### src/search_pkg.sv
// Constants shared by the disk read pattern search design.
package search_pkg;

    // ------------------------------------------------------------
    // Director word field positions
    // ------------------------------------------------------------
    localparam int DIR_W           = 32;
    localparam int BIT_UPPER_SEL   = 15;
    localparam int BIT_READ_GATE   = 16;
    localparam int BIT_ANYPLACE    = 21;
    localparam int BIT_PRESET_EN   = 22;
    localparam int BIT_MISMATCH    = 23;
    localparam int BIT_BYTE_WAIT   = 24;
    localparam int PRESET_LSB      = 25;
    localparam int PRESET_MSB      = 27;
    localparam int RF_ADDR_LSB     = 28;
    localparam int RF_ADDR_MSB     = 31;

    // ------------------------------------------------------------
    // Register file and pattern layout
    // ------------------------------------------------------------
    localparam int RF_ADDR_W       = 4;
    localparam int RF_DATA_W       = 16;
    localparam int PAT_W           = 8;
    localparam int LOW_PAT_LSB     = 0;
    localparam int UP_PAT_LSB      = 8;

    // ------------------------------------------------------------
    // Bit counter values and reset values
    // ------------------------------------------------------------
    localparam int CNT_W           = 3;
    localparam logic [2:0] CNT_THREE = 3'h3;
    localparam logic [2:0] CNT_RESET = 3'h0;
    localparam logic [7:0] SHIFT_RESET = 8'h00;
    localparam logic [3:0] RF_ADDR_RESET = 4'h0;
    localparam int SYNC_STAGES     = 2;

    // ------------------------------------------------------------
    // Address pattern on the medium
    // ------------------------------------------------------------
    localparam int ZERO_RUN_BITS   = 300;
    localparam logic [7:0] SYNC_BYTE = 8'h33;

endpackage

### src/rf_port_if.sv
// Write and read port bundle of the pattern register file.
`timescale 1ns/1ps
interface rf_port_if;
    logic                               wr_en;
    logic [search_pkg::RF_ADDR_W-1:0]   wr_addr;
    logic [search_pkg::RF_DATA_W-1:0]   wr_data;
    logic [search_pkg::RF_ADDR_W-1:0]   rd_addr;
    logic [search_pkg::RF_DATA_W-1:0]   rd_data;

    modport owner (
        output wr_en,
        output wr_addr,
        output wr_data,
        output rd_addr,
        input  rd_data
    );

    modport mem (
        input  wr_en,
        input  wr_addr,
        input  wr_data,
        input  rd_addr,
        output rd_data
    );
endinterface

### src/pattern_file.sv
// Small register file holding the search patterns, registered read data.
`timescale 1ns/1ps
module pattern_file #(
    parameter int DEPTH = 16
) (
    input  wire logic   clk,
    input  wire logic   rst_n,
    rf_port_if.mem      port
);
    logic [search_pkg::RF_DATA_W-1:0] mem_q [DEPTH];
    logic [search_pkg::RF_DATA_W-1:0] rd_q;

    // ------------------------------------------------------------
    // Storage
    // ------------------------------------------------------------
    always_ff @(posedge clk) begin
        if (port.wr_en) begin
            mem_q[port.wr_addr] <= port.wr_data;
        end
    end

    // The address is held for a whole search, so one cycle of read latency costs nothing.
    always_ff @(posedge clk) begin
        if (!rst_n) begin
            rd_q <= '0;
        end else begin
            rd_q <= mem_q[port.rd_addr];
        end
    end

    assign port.rd_data = rd_q;
endmodule

### src/read_sync_search.sv
// Bit and byte synchronisation by address pattern search on disk read data.
`timescale 1ns/1ps
module read_sync_search #(
    parameter int RF_DEPTH = 16
) (
    input  wire logic                                CLK,
    input  wire logic                                RST_N,
    input  wire logic                                DIRECTOR_EXECUTE_STROBE,
    input  wire logic                                DIRECTOR_IS_SEARCH,
    input  wire logic [search_pkg::DIR_W-1:0]        DIRECTOR_WORD,
    input  wire logic                                RF_WR_EN,
    input  wire logic [search_pkg::RF_ADDR_W-1:0]    RF_WR_ADDR,
    input  wire logic [search_pkg::RF_DATA_W-1:0]    RF_WR_DATA,
    input  wire logic                                CONTROL_SELECT_EN,
    input  wire logic                                ABORT_CLEAR,
    input  wire logic                                SECTOR_MARK,
    input  wire logic                                DRIVE_READ_CLOCK,
    input  wire logic                                DRIVE_READ_BIT,
    output logic                                     READ_GATE,
    output logic                                     READ_IN_PROGRESS,
    output logic                                     SECTOR_CHECK_EN,
    output logic                                     READ_DATA_GATE,
    output logic                                     CHECKWORD_READ_EN,
    output logic                                     CHECKWORD_PRECOND,
    output logic                                     SEARCH_ACTIVE,
    output logic                                     SYNC_SEARCH,
    output logic                                     EXECUTE_HOLD,
    output logic                                     DATA_DONE,
    output logic                                     SEARCH_ABORT,
    output logic                                     COMPOSITE_STATUS,
    output logic                                     FAULT,
    output logic                                     PATTERN_MATCH,
    output logic [7:0]                               SHIFT_DATA,
    output logic [2:0]                               BIT_COUNT
);

    // ------------------------------------------------------------
    // Pin synchronisers
    // ------------------------------------------------------------
    logic [1:0] rclk_sync_q;
    logic [1:0] rbit_sync_q;
    logic [1:0] mark_sync_q;
    logic       rclk_last_q;
    logic       mark_last_q;

    always_ff @(posedge CLK) begin
        if (!RST_N) begin
            rclk_sync_q <= 2'h0;
            rbit_sync_q <= 2'h0;
            mark_sync_q <= 2'h0;
            rclk_last_q <= 1'b0;
            mark_last_q <= 1'b0;
        end else begin
            rclk_sync_q <= {rclk_sync_q[0], DRIVE_READ_CLOCK};
            rbit_sync_q <= {rbit_sync_q[0], DRIVE_READ_BIT};
            mark_sync_q <= {mark_sync_q[0], SECTOR_MARK};
            rclk_last_q <= rclk_sync_q[1];
            mark_last_q <= mark_sync_q[1];
        end
    end

    logic mark_pulse;
    assign mark_pulse = mark_sync_q[1] && !mark_last_q;

    // ------------------------------------------------------------
    // Director decode
    // ------------------------------------------------------------
    logic search_strobe;
    logic other_strobe;
    assign search_strobe = DIRECTOR_EXECUTE_STROBE && DIRECTOR_IS_SEARCH;
    assign other_strobe  = DIRECTOR_EXECUTE_STROBE && !DIRECTOR_IS_SEARCH;

    // ------------------------------------------------------------
    // Register file
    // ------------------------------------------------------------
    rf_port_if rf ();
    logic [search_pkg::RF_ADDR_W-1:0] rf_addr_q;

    assign rf.wr_en   = RF_WR_EN;
    assign rf.wr_addr = RF_WR_ADDR;
    assign rf.wr_data = RF_WR_DATA;
    assign rf.rd_addr = rf_addr_q;

    pattern_file #(
        .DEPTH (RF_DEPTH)
    ) u_pattern_file (
        .clk   (CLK),
        .rst_n (RST_N),
        .port  (rf.mem)
    );

    // ------------------------------------------------------------
    // Catch register
    // ------------------------------------------------------------
    logic       upper_sel_q;
    logic       anyplace_q;
    logic       preset_en_q;
    logic       mismatch_q;
    logic       byte_wait_q;
    logic [2:0] preset_val_q;

    always_ff @(posedge CLK) begin
        if (!RST_N) begin
            upper_sel_q  <= 1'b0;
            preset_en_q  <= 1'b0;
            mismatch_q   <= 1'b0;
            byte_wait_q  <= 1'b0;
            preset_val_q <= search_pkg::CNT_RESET;
            rf_addr_q    <= search_pkg::RF_ADDR_RESET;
        end else if (search_strobe) begin
            upper_sel_q  <= DIRECTOR_WORD[search_pkg::BIT_UPPER_SEL];
            preset_en_q  <= DIRECTOR_WORD[search_pkg::BIT_PRESET_EN];
            mismatch_q   <= DIRECTOR_WORD[search_pkg::BIT_MISMATCH];
            byte_wait_q  <= DIRECTOR_WORD[search_pkg::BIT_BYTE_WAIT];
            preset_val_q <= DIRECTOR_WORD[search_pkg::PRESET_MSB:search_pkg::PRESET_LSB];
            rf_addr_q    <= DIRECTOR_WORD[search_pkg::RF_ADDR_MSB:search_pkg::RF_ADDR_LSB];
        end
    end

    // ------------------------------------------------------------
    // Shift clocks, captured bit and shift register
    // ------------------------------------------------------------
    logic       read_gate_q;
    logic       shift_clock_one;
    logic       shift_clock_two_q;
    logic       captured_read_bit_q;
    logic [7:0] shift_q;

    assign shift_clock_one = read_gate_q && rclk_sync_q[1] && !rclk_last_q;

    always_ff @(posedge CLK) begin
        if (!RST_N) begin
            shift_clock_two_q   <= 1'b0;
            captured_read_bit_q <= 1'b0;
        end else begin
            shift_clock_two_q <= shift_clock_one;
            if (shift_clock_one) begin
                captured_read_bit_q <= rbit_sync_q[1];
            end
        end
    end

    always_ff @(posedge CLK) begin
        if (!RST_N) begin
            shift_q <= search_pkg::SHIFT_RESET;
        end else if (shift_clock_two_q) begin
            shift_q <= {shift_q[6:0], captured_read_bit_q};
        end
    end

    // ------------------------------------------------------------
    // Compare network
    // ------------------------------------------------------------
    logic [7:0] pattern;
    logic       pattern_match;

    assign pattern = upper_sel_q
                   ? rf.rd_data[search_pkg::UP_PAT_LSB +: search_pkg::PAT_W]
                   : rf.rd_data[search_pkg::LOW_PAT_LSB +: search_pkg::PAT_W];
    assign pattern_match = (shift_q == pattern) ^ mismatch_q;

    // ------------------------------------------------------------
    // Search sequencing
    // ------------------------------------------------------------
    logic       search_active_q;
    logic       sync_search_q;
    logic       sync_pending_q;
    logic       sync_time_q;
    logic       full_byte_q;
    logic       compare_time_q;
    logic       hold_q;
    logic       abort_q;
    logic       precond_q;
    logic [2:0] bit_count_q;
    logic       bit_count_three;
    logic       anyplace_done;
    logic       sync_eval;
    logic       search_done_pulse;
    logic       abort_set;

    assign bit_count_three = bit_count_q == search_pkg::CNT_THREE;
    assign anyplace_done   = shift_clock_one && anyplace_q && compare_time_q && pattern_match;
    assign sync_eval       = shift_clock_one && sync_pending_q && sync_time_q;
    assign search_done_pulse = anyplace_done || (sync_eval && pattern_match);
    assign abort_set = (sync_eval && !pattern_match) || (mark_pulse && search_active_q);

    always_ff @(posedge CLK) begin
        if (!RST_N) begin
            search_active_q <= 1'b0;
            sync_search_q   <= 1'b0;
        end else if (search_strobe) begin
            search_active_q <= 1'b1;
            sync_search_q   <= !DIRECTOR_WORD[search_pkg::BIT_ANYPLACE];
        end else if (other_strobe) begin
            search_active_q <= 1'b0;
            sync_search_q   <= 1'b0;
        end
    end

    always_ff @(posedge CLK) begin
        if (!RST_N) begin
            read_gate_q <= 1'b0;
        end else if (search_strobe && DIRECTOR_WORD[search_pkg::BIT_READ_GATE] && CONTROL_SELECT_EN) begin
            read_gate_q <= 1'b1;
        end else if (other_strobe) begin
            read_gate_q <= 1'b0;
        end
    end

    always_ff @(posedge CLK) begin
        if (!RST_N) begin
            anyplace_q <= 1'b0;
        end else if (search_strobe) begin
            anyplace_q <= DIRECTOR_WORD[search_pkg::BIT_ANYPLACE];
        end else if (anyplace_done || abort_set || other_strobe) begin
            anyplace_q <= 1'b0;
        end
    end

    always_ff @(posedge CLK) begin
        if (!RST_N) begin
            full_byte_q    <= 1'b0;
            compare_time_q <= 1'b0;
        end else if (search_strobe || anyplace_done || abort_set || other_strobe) begin
            full_byte_q    <= 1'b0;
            compare_time_q <= 1'b0;
        end else if (shift_clock_one && anyplace_q && bit_count_three && !compare_time_q) begin
            if (byte_wait_q && !full_byte_q) begin
                full_byte_q <= 1'b1;
            end else begin
                full_byte_q    <= 1'b0;
                compare_time_q <= 1'b1;
            end
        end
    end

    always_ff @(posedge CLK) begin
        if (!RST_N) begin
            sync_pending_q <= 1'b0;
            sync_time_q    <= 1'b0;
        end else if (search_strobe) begin
            sync_pending_q <= !DIRECTOR_WORD[search_pkg::BIT_ANYPLACE];
            sync_time_q    <= 1'b0;
        end else if (sync_eval || abort_set || other_strobe) begin
            sync_pending_q <= 1'b0;
            sync_time_q    <= 1'b0;
        end else if (shift_clock_one && sync_pending_q && bit_count_three) begin
            sync_time_q <= 1'b1;
        end
    end

    always_ff @(posedge CLK) begin
        if (!RST_N) begin
            bit_count_q <= search_pkg::CNT_RESET;
        end else if (anyplace_done) begin
            bit_count_q <= preset_en_q ? preset_val_q : search_pkg::CNT_RESET;
        end else if (shift_clock_one) begin
            bit_count_q <= bit_count_q + 3'h1;
        end
    end

    always_ff @(posedge CLK) begin
        if (!RST_N) begin
            hold_q <= 1'b0;
        end else if (search_strobe) begin
            hold_q <= 1'b1;
        end else if (search_done_pulse || abort_set) begin
            hold_q <= 1'b0;
        end
    end

    always_ff @(posedge CLK) begin
        if (!RST_N) begin
            abort_q <= 1'b0;
        end else if (abort_set) begin
            abort_q <= 1'b1;
        end else if (ABORT_CLEAR) begin
            abort_q <= 1'b0;
        end
    end

    always_ff @(posedge CLK) begin
        if (!RST_N) begin
            precond_q <= 1'b0;
        end else if (abort_set) begin
            precond_q <= 1'b0;
        end else if (search_strobe) begin
            precond_q <= 1'b1;
        end else if (other_strobe) begin
            precond_q <= 1'b0;
        end
    end

    // A registered done pulse keeps the sequencer edge clean at one cycle.
    always_ff @(posedge CLK) begin
        if (!RST_N) begin
            DATA_DONE <= 1'b0;
        end else begin
            DATA_DONE <= search_done_pulse;
        end
    end

    // ------------------------------------------------------------
    // Outputs
    // ------------------------------------------------------------
    assign READ_GATE         = read_gate_q;
    assign READ_IN_PROGRESS  = search_active_q;
    assign SECTOR_CHECK_EN   = search_active_q;
    assign READ_DATA_GATE    = search_active_q;
    assign CHECKWORD_READ_EN = search_active_q;
    assign CHECKWORD_PRECOND = precond_q;
    assign SEARCH_ACTIVE     = search_active_q;
    assign SYNC_SEARCH       = sync_search_q;
    assign EXECUTE_HOLD      = hold_q;
    assign SEARCH_ABORT      = abort_q;
    assign COMPOSITE_STATUS  = abort_q;
    assign FAULT             = abort_q;
    assign PATTERN_MATCH     = pattern_match;
    assign SHIFT_DATA        = shift_q;
    assign BIT_COUNT         = bit_count_q;

endmodule

### config.mk
export PLATFORM = sky130hd
export DESIGN_NAME = read_sync_search
export DESIGN_NICKNAME = d
export VERILOG_FILES = /design/src/search_pkg.sv /design/src/rf_port_if.sv /design/src/pattern_file.sv /design/src/read_sync_search.sv
export SDC_FILE = /design/constraint.sdc
export NUM_CORES = 1
export LEC_CHECK = 0
export ABC_AREA = 1
export BUFFER_PORTS_ARGS = -buffer_cell sky130_fd_sc_hd__buf_2
export CORE_MARGIN = 5
export CORE_UTILIZATION = 36
export CTS_CLUSTER_DIAMETER = 80
export DETAILED_ROUTE_END_ITERATION = 6
export GPL_TIMING_DRIVEN = 0
export PLACE_DENSITY = 0.61
export RECOVER_POWER = 25
export SYNTH_ARGS = -nofsm -noshare
export SYNTH_HDL_FRONTEND = slang
export SYNTH_SLANG_ARGS = --single-unit
### constraint.sdc
create_clock -name CLK -period 1.5 [get_ports CLK]
set_clock_uncertainty 0.1 [all_clocks]
set_input_delay 0.15 -clock CLK [delete_from_list [all_inputs] [get_ports CLK]]
set_output_delay 0.15 -clock CLK [all_outputs]
set_load 0.005 [all_outputs]
==> summary.txt, run 1 <==
Power
  – Sw Pwr: a little under 5 mW
  – Sw frac: between 20% and 30%
  – Reg power frac: ~48%
  – Clock power frac: between 40% and 50%
  – Pwr Total: 20.4 mW
  – Static Leak: between 5 and 6 nW
  – PwrDens: 1240 nW/um2
  – Comb power frac: a little over a tenth
  – Pint: about 16 mW
  – VDD IR-drop max: a little under 0.7 mV

Finish
  – Post-layout util: between 40% and 50%
  – Register area: about 9000 um2
  – Number of inserted diodes: 0
  – Area Overhead vs Synth: 33.7%
  – Most common cell after layout, fill and taps aside: edfxtp_1
  – Multi-input logic area: roughly 3700 um2
  – Nets: ~1.3k
  – Commonest non-fill, non-tap cells in the layout: 256 x edfxtp_1, 126 x nor2_1, 107 x o21ai_0, 62 x nand2_1
  – Post-route cell area: 16500 um2
  – Fillers: 2950
  – Share of cells above drive strength 1: about 30%

Placed design
  – Placed inst area: 13400 um2
  – Port bufs: 66
  – DP HPWL: between 20000 and 25000 um
  – Final Wtd Congestion: ~0.86

Route
  – Via-to-Cell Ratio: between 5 and 6
  – DRT iter0 DRCs: 959
  – DR DRC count: 0
  – Routed WL: about 37000 um
  – Drt pass-1 iters: 5
  – Routed len/inst: 21.9 um
  – Via count: between 8k and 9k
  – Antenna-violating nets left: 0

Hold path
  – Worst Hold Depth: 4
  – Worst hold path class: primary input to flip-flop

GRT
  – Remaining global-route overflow: 0
  – First-pass GRT wire length: approximately 53000 um
  – Largest net degree at the start of global routing: 17
  – Initial antenna violation count: 1
  – Vias in the first global route: approximately 8.8k
  – GRT Total Usage: around 18%

STA
  – Fmax: around 480 MHz
  – Fin. Hold Viols: 0
  – Tmin final: roughly 2.1 ns
  – Final setup fails: 27
  – Hold_ws: 0.0145 ns
  – Fin crit share: 139%
  – RSZ-0062 raised after global routing: yes
  – Setup TNS: -9.65 ns
  – Relative slew slack: a little over a quarter
  – Final Slew Violations: 0
  – Slew at the pin with the worst max-slew slack: about 1.1 ns
  – Worst Slack Setup Final: -0.587 ns

Flow run
  – Max Cap Viol: 0

Die
  – Die span in y: a little under 200 um
  – Ports: 87
  – FP Rows: 67
  – Core area: 33700 um2
  – Initial Util: a little over a third
  – Die area: about 38000 um2
  – Die Wd: ~200 um

Synthesis
  – Adder-Cell Fraction of Synth Area: less than 1%
  – Distinct cells, synth: 29
  – Syn Area/Cell: approximately 12 um2
  – Proportion of synthesized area in mux cells: 0%
  – Synth Area in XOR/XNOR: 0%
  – Largest family of logic cells by synthesized area: compound AO/OA/AOI/OAI gates
  – Synth Area in Compound Gates: 13.2%
  – Post-synthesis sequential area ratio: between 70% and 80%
  – Mapped Area: roughly 12000 um2
  – Cells after synthesis: 1006
  – Simple-Gate Fraction of Synth Area: 10.4%
  – Seq cells post-synth: 316
  – Synthesis Warnings: 0
  – Synth Net Count: 1070

Worst setup path
  – Critical path arrival: about 1.8 ns
  – Worst Path Required: between 1 and 1.5 ns
  – Levels on crit path: 13
  – Top delay family on crit path: simple AND/OR/NAND/NOR gates
  – CP endpoint kind: primary output
  – CP most frequent cell: nand2_2
  – CP cell instances: buf_6, inv_4, nand2_2, nand2_1, nand2_1, nand2_1, nand2_2, nor2_4, nand2_2, nand2_4, nand2_2, inv_2, buf_6
  – Critical path peak fanout: 6
  – Worst reg2reg path depth: 16
  – CP peak stage delay: ~0.32 ns
  – Setup crit start kind: flip-flop
  – WP buf/inv: 4
  – Critical path class: flip-flop to primary output
  – Critical path's slowest cell: dfxtp_2

Clocking
  – CTS root buffer: clkbuf_16
  – Clock transition at path regs: approximately 0.060 ns
  – H-tree levels: 2
  – Clock latency on the worst-skew pair: 0.54 ns
  – CTS Buf Count: 35
  – CTS max path bufs: 3
  – Clock Sinks: 316
  – CTS tree: yes

Run status
  – Failing checks: negative setup slack
  – Result of the run: complete, but fails checks
-- cell usage after synthesis --
library cell / n / area, um2
nor3_1: 2 / 10.0
buf_6: 2 / 22.5
or2_2: 1 / 6.26
o21ai_1: 1 / 5.00
o211ai_1: 21 / 158
edfxtp_1: 256 / 7690
nand2_1: 70 / 263
nand3_2: 3 / 30.0
dfxtp_1: 60 / 1200
inv_8: 1 / 11.3
buf_4: 9 / 67.6
o22ai_1: 21 / 131
inv_1: 46 / 173
nor2_1: 169 / 634
ha_1: 2 / 25.0
nor2_4: 3 / 33.8
o21ai_0: 154 / 771
nand3b_1: 6 / 45.0
clkinv_1: 2 / 7.51
nand3_1: 26 / 130
nand2_2: 9 / 56.3
nor3_4: 1 / 16.3
buf_2: 12 / 60.1
nand2_4: 1 / 11.3
o221ai_1: 43 / 377
a21oi_1: 37 / 185
nand4_1: 4 / 25.0
clkbuf_1: 43 / 161
nand3_4: 1 / 17.5
-- power groups by stage --
stage | logic, mW | registers [mW] | clock network [mW]
3_5_place_dp | 1.44 | 9.97 | 0
6_report | 2.12 | 9.81 | 8.42
2_1_floorplan | 0.793 | 9.95 | 0
3_3_place_gp | 1.41 | 9.96 | 0
5_1_grt | 2.25 | 9.82 | 8.88
4_1_cts | 1.90 | 9.80 | 8.52
-- cells by family after synthesis --
kind of cell,after synthesis
flip-flops,316
AND/OR/NAND/NOR,296
adder cells (fa/ha/maj),2
buffers and inverters,115
AO/OA/AOI/OAI,277
-- sequential cells by signal, indices dropped and copies added, names as in the netlist, 2 cells and up --
signal and flops:
SHIFT_DATA 8, preset_val_q 3, u_pattern_file.mem_q 256, mark_sync_q 2
BIT_COUNT 3, rbit_sync_q 2, u_pattern_file.port.rd_data 16, rclk_sync_q 2
rf.rd_addr 4
-- worst min-delay path, cell delays in order --
cell and delay [ns]:
clkbuf_1 0.14, buf_2 0.21, nand2_1 0.07, inv_1 0.03
-- area by class of cell --
type,instances,area share [%]
inverter,49,1.22
sequential,316,54.0
multi-input combinational,575,22.2
timing repair buffer,158,8.47
timing repair inverter,1,0.0380
clock inverter,13,0.919
buffer,64,3.83
clock buffer,49,5.95
tap,448,3.40
-- metal layers --
layer / up-vias / part of all wire [%] / global-route usage (%) / wire length (um)
met5: - / 0.033 / 0 / 12
met4: 2 / 2.3 / 4.97 / 830
met2: 509 / 47 / 29.5 / 17300
li1: 4067 / - / - / -
met1: 4353 / 40 / 24.9 / 14800
met3: 68 / 10 / 3.77 / 3810
-- through the flow --
stage               setup WS (ns)  cells
global route               -0.713   1673
detailed placement         -0.848   1530
global placement            -1.03   1520
finish                     -0.587   1673
floorplan                 -0.0892   1006
CTS                        -0.655   1657
-- path summary, 6_finish.rpt --
kind	start	end	slack, ns
max	upper_sel_q	PATTERN_MATCH	-0.59
min reg2reg	mark_sync_q[0]	mark_sync_q[1]	0.31
min	RST_N	mark_sync_q[1]	0.01
max reg2reg	upper_sel_q	BIT_COUNT[0]	-0.44
-- repair_timing --
action | in CTS | in global routing
pin swaps | 68 | 68
gates cloned | 5 | 3
hold buffers | 39 | 0
setup buffers | 22 | 18
resized for setup | 240 | 102
endpoints found under the hold margin | 281 | 0
setup endpoints to repair | 31 | 61
No activity file was read; power rests on OpenSTA's default activity.
==> run 2: changes to the inputs <==
Settings changed: CORE_UTILIZATION 36 to 50, MAX_ROUTING_LAYER set to met4, PLACE_DENSITY 0.61 to 0.78.
==> summary.txt, run 2 (synthesis gave the netlist of run 1 again) <==
Clocking
  – Clock latency on the worst-skew pair: 0.57 ns
  – CTS max path bufs: 3
  – Clock transition at path regs: around 0.06 ns
  – Clock Sinks: 316
  – H-tree levels: 1
  – CTS root buffer: clkbuf_16
  – CTS Buf Count: 31
  – CTS tree: yes

Placed design
  – Port bufs: 66
  – Inst Count DP: 1406
  – Final Wtd Congestion: 0.918
  – DP HPWL: ~21000 um
  – Worst slack at placement: -0.772 ns

Finish
  – Share of cells above drive strength 1: 27.9%
  – Register area: about 8900 um2
  – Non-filler cells, final: ~1.5k
  – Number of inserted diodes: 0
  – Nets: around 1.2k
  – Max reg flops: between 200 and 300
  – Biggest register: u_pattern_file.mem_q
  – Multi-input logic area: between 3000 and 4000 um2
  – Fillers: between 1.5k and 2k
  – Area Overhead vs Synth: 28.4%
  – Most common cell after layout, fill and taps aside: edfxtp_1
  – Commonest non-fill, non-tap cells in the layout: 256 x edfxtp_1, 129 x nor2_1, 114 x o21ai_0, 59 x nand2_1

STA
  – Final setup fails: 29
  – Fin. Hold Viols: 0
  – Setup TNS: -9.92 ns
  – Relative slew slack: 19.8%
  – Fmax: 455 MHz
  – Fin crit share: 146%
  – Hold_ws: ~0.038 ns
  – Slew at the pin with the worst max-slew slack: roughly 1.2 ns
  – Worst Slack Setup Final: -0.697 ns
  – RSZ-0062 raised after global routing: yes
  – Final Slew Violations: 0
  – Tmin final: 2.20 ns

Power
  – Pwr Total: 19.1 mW
  – PwrDens: ~1200 nW/um2
  – VDD IR-drop max: 1.03 mV
  – Static Leak: 5.64 nW

Die
  – Die area: approximately 28000 um2
  – Ports: a little under 90
  – Initial Util: between 50% and 60%
  – Die Wd: ~170 um
  – Core area: between 20000 and 25000 um2
  – Die span in y: 167 um
  – FP Rows: 57

Route
  – DRT iter0 DRCs: between 1.5k and 2k
  – Drt pass-1 iters: 7
  – Via-to-Cell Ratio: 6.23
  – DR DRC count: 2
  – Via count: ~9.6k
  – Routed WL: 37600 um
  – Antenna-violating nets left: 0
  – Routed len/inst: 24.5 um

GRT
  – First-pass GRT wire length: approximately 54000 um
  – Initial antenna violation count: 0
  – Met3 Usage GRT: about 5.5%
  – Busiest grt layer: met2
  – Vias in the first global route: approximately 9.1k
  – Remaining global-route overflow: 0
  – GR Util met1: 31.4%
  – Largest net degree at the start of global routing: 17
  – GRT Total Usage: around a quarter
  – GRT met2 Usage: about two fifths

Flow run
  – Max Cap Viol: 0

Worst setup path
  – Critical path arrival: roughly 2.0 ns
  – Worst Path Required: ~1.3 ns
  – Critical path class: flip-flop to primary output
  – CP endpoint kind: primary output
  – Setup crit start kind: flip-flop
  – Critical path peak fanout: 6

Run status
  – Failing checks: design-rule violations, negative setup slack
  – Result of the run: complete, but fails checks

Hold path
  – Worst hold path class: primary input to flip-flop
[run 2: critical path, stage by stage, from the launching register on]
cell and delay (ns):
dfxtp_2 0.35, buf_8 0.15, clkinv_8 0.08, nand2_4 0.06
nand3b_1 0.09, nand2_1 0.10, nand2_2 0.07, nor2_4 0.14
nand2_2 0.09, nand2_4 0.08, nand2_2 0.05, inv_2 0.04
buf_2 0.10
[run 2: metrics by stage]
step	utilization (%)	area [um2]
2_1_floorplan	-	12300
3_3_place_gp	53.8	13100
3_5_place_dp	54.5	13200
4_1_cts	63.9	15500
5_1_grt	65.1	15800
6_report	65.1	15800
[run 2: path summary, 6_finish.rpt]
kind	start	to	slack, ns	cells past startpoint
setup reg to reg	upper_sel_q	BIT_COUNT[0]	-0.49	15
hold / removal	RST_N	SHIFT_DATA[5]	0.04	4
setup / recovery	upper_sel_q	PATTERN_MATCH	-0.70	12
hold reg to reg	rclk_sync_q[0]	rclk_sync_q[1]	0.31	2
[run 2: area by class of cell]
class                   instances  share of cell area (%)
plain buffers                  63                    4.28
well taps                     324                    2.56
repair inverters                1                  0.0712
inverters                      49                    1.33
clock buffers                  38                    5.07
repair buffers                148                    7.76
clock inverters                20                   0.791
multi-input cells             575                    21.9
flip-flops and latches        316                    56.2
[run 2: power breakdown]
part	internal (mW)	total, mW	switching [mW]
clock network	3.97	7.24	3.28
registers	9.71	9.81	0.105
logic	0.777	2.03	1.25
total	14.5	19.1	4.63
[run 2: routing by layer]
layer	wire length, um	part of all wire [%]
met1	12800	34
met2	18000	48
met3	4470	12
met4	2310	6.1
met5	0	0
[run 2: what timing repair did]
item                                    4_1_cts  5_1_grt
hold endpoints to repair                    282        0
gates resized for setup                     220      103
buffers inserted                             18       11
endpoints found under the setup margin       31       43
hold buffers                                 40        0
cloned                                        8        0
pin swaps                                    64       59
==> run 3: changes to the inputs <==
Settings changed: ABC_AREA 1 to 0.
==> summary.txt, run 3 <==
Clocking
  – CTS tree: yes
  – Clock transition at path regs: 0.06 ns
  – Clock Sinks: 316
  – Clock latency on the worst-skew pair: approximately 0.57 ns
  – CTS Buf Count: 30
  – CTS max path bufs: 3
  – CTS root buffer: clkbuf_16
  – H-tree levels: 1

Flow run
  – Max Cap Viol: 0

Finish
  – Most common cell after layout, fill and taps aside: edfxtp_1
  – Post-layout util: between 60% and 70%
  – Share of cells above drive strength 1: roughly 36%
  – Max reg flops: ~260
  – Area Overhead vs Synth: 24.7%
  – Nets: ~860
  – Commonest non-fill, non-tap cells in the layout: 256 x edfxtp_1, 80 x mux4_2, 55 x dfxtp_1, 54 x buf_2, 39 x dlygate4sd3_1
  – Non-filler cells, final: 1135
  – Biggest register: u_pattern_file.mem_q
  – Post-route cell area: between 10000 and 15000 um2
  – Number of inserted diodes: 0

Synthesis
  – Distinct cells, synth: 44
  – Area leader, netlist: edfxtp_1
  – Post-synthesis sequential area ratio: about three quarters
  – Async SR Flop Fraction: 0%
  – Most frequent cell after synthesis: edfxtp_1
  – Synth Net Count: 694
  – Top_reg_cell synth: edfxtp_1
  – Commonest cells post-synth: 256 x edfxtp_1, 80 x mux4_2, 60 x dfxtp_1, 35 x nand2_1, 30 x nor2_1
  – Post-synth EDFFs: 256
  – Seq cells post-synth: ~320
  – Top post-synthesis cells by area: edfxtp_1 64%, mux4_2 15%, dfxtp_1 10%
  – Synthesis Warnings: 0
  – Mapped Area: between 10000 and 15000 um2
  – Syn Area/Cell: between 15 and 20 um2
  – Cells after synthesis: between 600 and 700
  – Yosys top cell area share: around 64%

Die
  – Ports: between 80 and 90
  – Core area: roughly 24000 um2
  – Die area: about 27000 um2
  – Initial Util: ~50%
  – Die Wd: 165 um
  – Die span in y: approximately 160 um
  – FP Rows: 56

STA
  – Fin. Hold Viols: 0
  – Setup TNS: -20.84 ns
  – Relative slew slack: 51.4%
  – Fmax: 377 MHz
  – Fin crit share: 177%
  – Hold_ws: roughly 0.049 ns
  – Final Slew Violations: 0
  – Final setup fails: 27
  – Tmin final: between 2 and 3 ns
  – Worst Slack Setup Final: -1.15 ns
  – Slew at the pin with the worst max-slew slack: around 0.73 ns
  – RSZ-0062 raised after global routing: yes

Placed design
  – Worst slack at placement: -1.35 ns
  – Port bufs: 66
  – Final Wtd Congestion: between 0.8 and 0.9
  – Inst Count DP: just over 1k
  – DP HPWL: about 16000 um
  – Placed inst area: 13000 um2

Route
  – Drt pass-1 iters: 5
  – DRT iter0 DRCs: slightly below 700
  – DR DRC count: 0
  – Via-to-Cell Ratio: ~5.8
  – Antenna-violating nets left: 0
  – Via count: ~6.6k
  – Routed len/inst: 25.1 um
  – Routed WL: about 29000 um

Worst setup path
  – Worst reg2reg path depth: 7
  – CP endpoint kind: flip-flop
  – R2R setup slack: -1.15 ns
  – Critical path arrival: approximately 3.0 ns
  – Setup crit start kind: flip-flop
  – R2r endpoint: BIT_COUNT[0]
  – Worst r2r src: upper_sel_q
  – Worst Path Required: 1.84 ns
  – Critical Path Start: upper_sel_q
  – Critical path peak fanout: 5
  – Critical path class: flip-flop to flip-flop

Hold path
  – Worst Hold Depth: 4
  – Hold Crit Start: RST_N
  – Worst hold path class: primary input to flip-flop
  – Worst hold endpoint: BIT_COUNT[0]

GRT
  – Largest net degree at the start of global routing: 17
  – Remaining global-route overflow: 0
  – Initial antenna violation count: 0
  – GRT Total Usage: between 20% and 30%
  – First-pass GRT wire length: between 40000 and 50000 um
  – Vias in the first global route: approximately 6.9k

Power
  – Pwr Total: approximately 18 mW
  – Static Leak: approximately 5 nW
  – VDD IR-drop max: between 1 and 1.5 mV
  – PwrDens: between 1000 and 1500 nW/um2

Run status
  – Failing checks: negative setup slack
  – Result of the run: complete, but fails checks
run 3: final cells by class:
class	instances	area [um2]
plain buffers	34	364
inverters	4	15.0
clock inverters	17	121
clock buffers	38	822
well taps	319	399
flip-flops and latches	316	8900
multi-input cells	273	3230
fillers	1580	8570
repair buffers	134	1120
run 3: per-layer routing:
metal | GRT usage (%) | share of wire [%]
met5 | - | 0
met4 | 4.69 | 2.1
met3 | 3.47 | 6.4
met2 | 37.4 | 52
met1 | 28.6 | 39
run 3: cell families (layout without fill, tap and decap cells):
group / after synthesis / after routing / synth area share (%)
fa+ha+maj: 2 / 2 / 0.208
mux: 97 / 97 / 16.4
flops: 316 / 316 / 74.0
xor+xnor: 8 / 8 / 0.584
compound gates: 37 / 37 / 1.82
buf+inv: 41 / 227 / 1.54
simple gates: 129 / 129 / 5.40
run 3: critical path, stage by stage (launching register included):
cell and delay, ns:
dfxtp_4 0.37, buf_12 0.14, mux2i_1 0.21, xnor2_1 0.11, or4_4 0.56, or4_4 0.52, and2_4 0.19, a311o_1 0.33
run 3: power by group:
| group | switching [mW] | internal (mW) | total [mW] | leakage, nW |
|---|---|---|---|---|
| combinational | 0.602 | 0.624 | 1.23 | 1.69 |
| clock | 3.20 | 4.04 | 7.24 | 0.471 |
| sequential | 0.0929 | 9.68 | 9.77 | 2.81 |
run 3: worst max-delay path by stage:
stage / endpoint / slack, ns
3_5_place_dp: BIT_COUNT[0] / -1.35
3_3_place_gp: BIT_COUNT[0] / -1.31
2_1_floorplan: BIT_COUNT[0] / -1.04
4_1_cts: BIT_COUNT[0] / -1.20
5_1_grt: BIT_COUNT[0] / -1.24
6_report: BIT_COUNT[0] / -1.15
run 3: timing repair:
item | 4_1_cts | 5_1_grt
setup buffers | 13 | 12
hold buffers | 40 | 0
gates cloned | 7 | 0
gates resized for setup | 65 | 37
setup endpoints to repair | 85 | 115
pin swaps | 7 | 9
hold endpoints to repair | 283 | 0
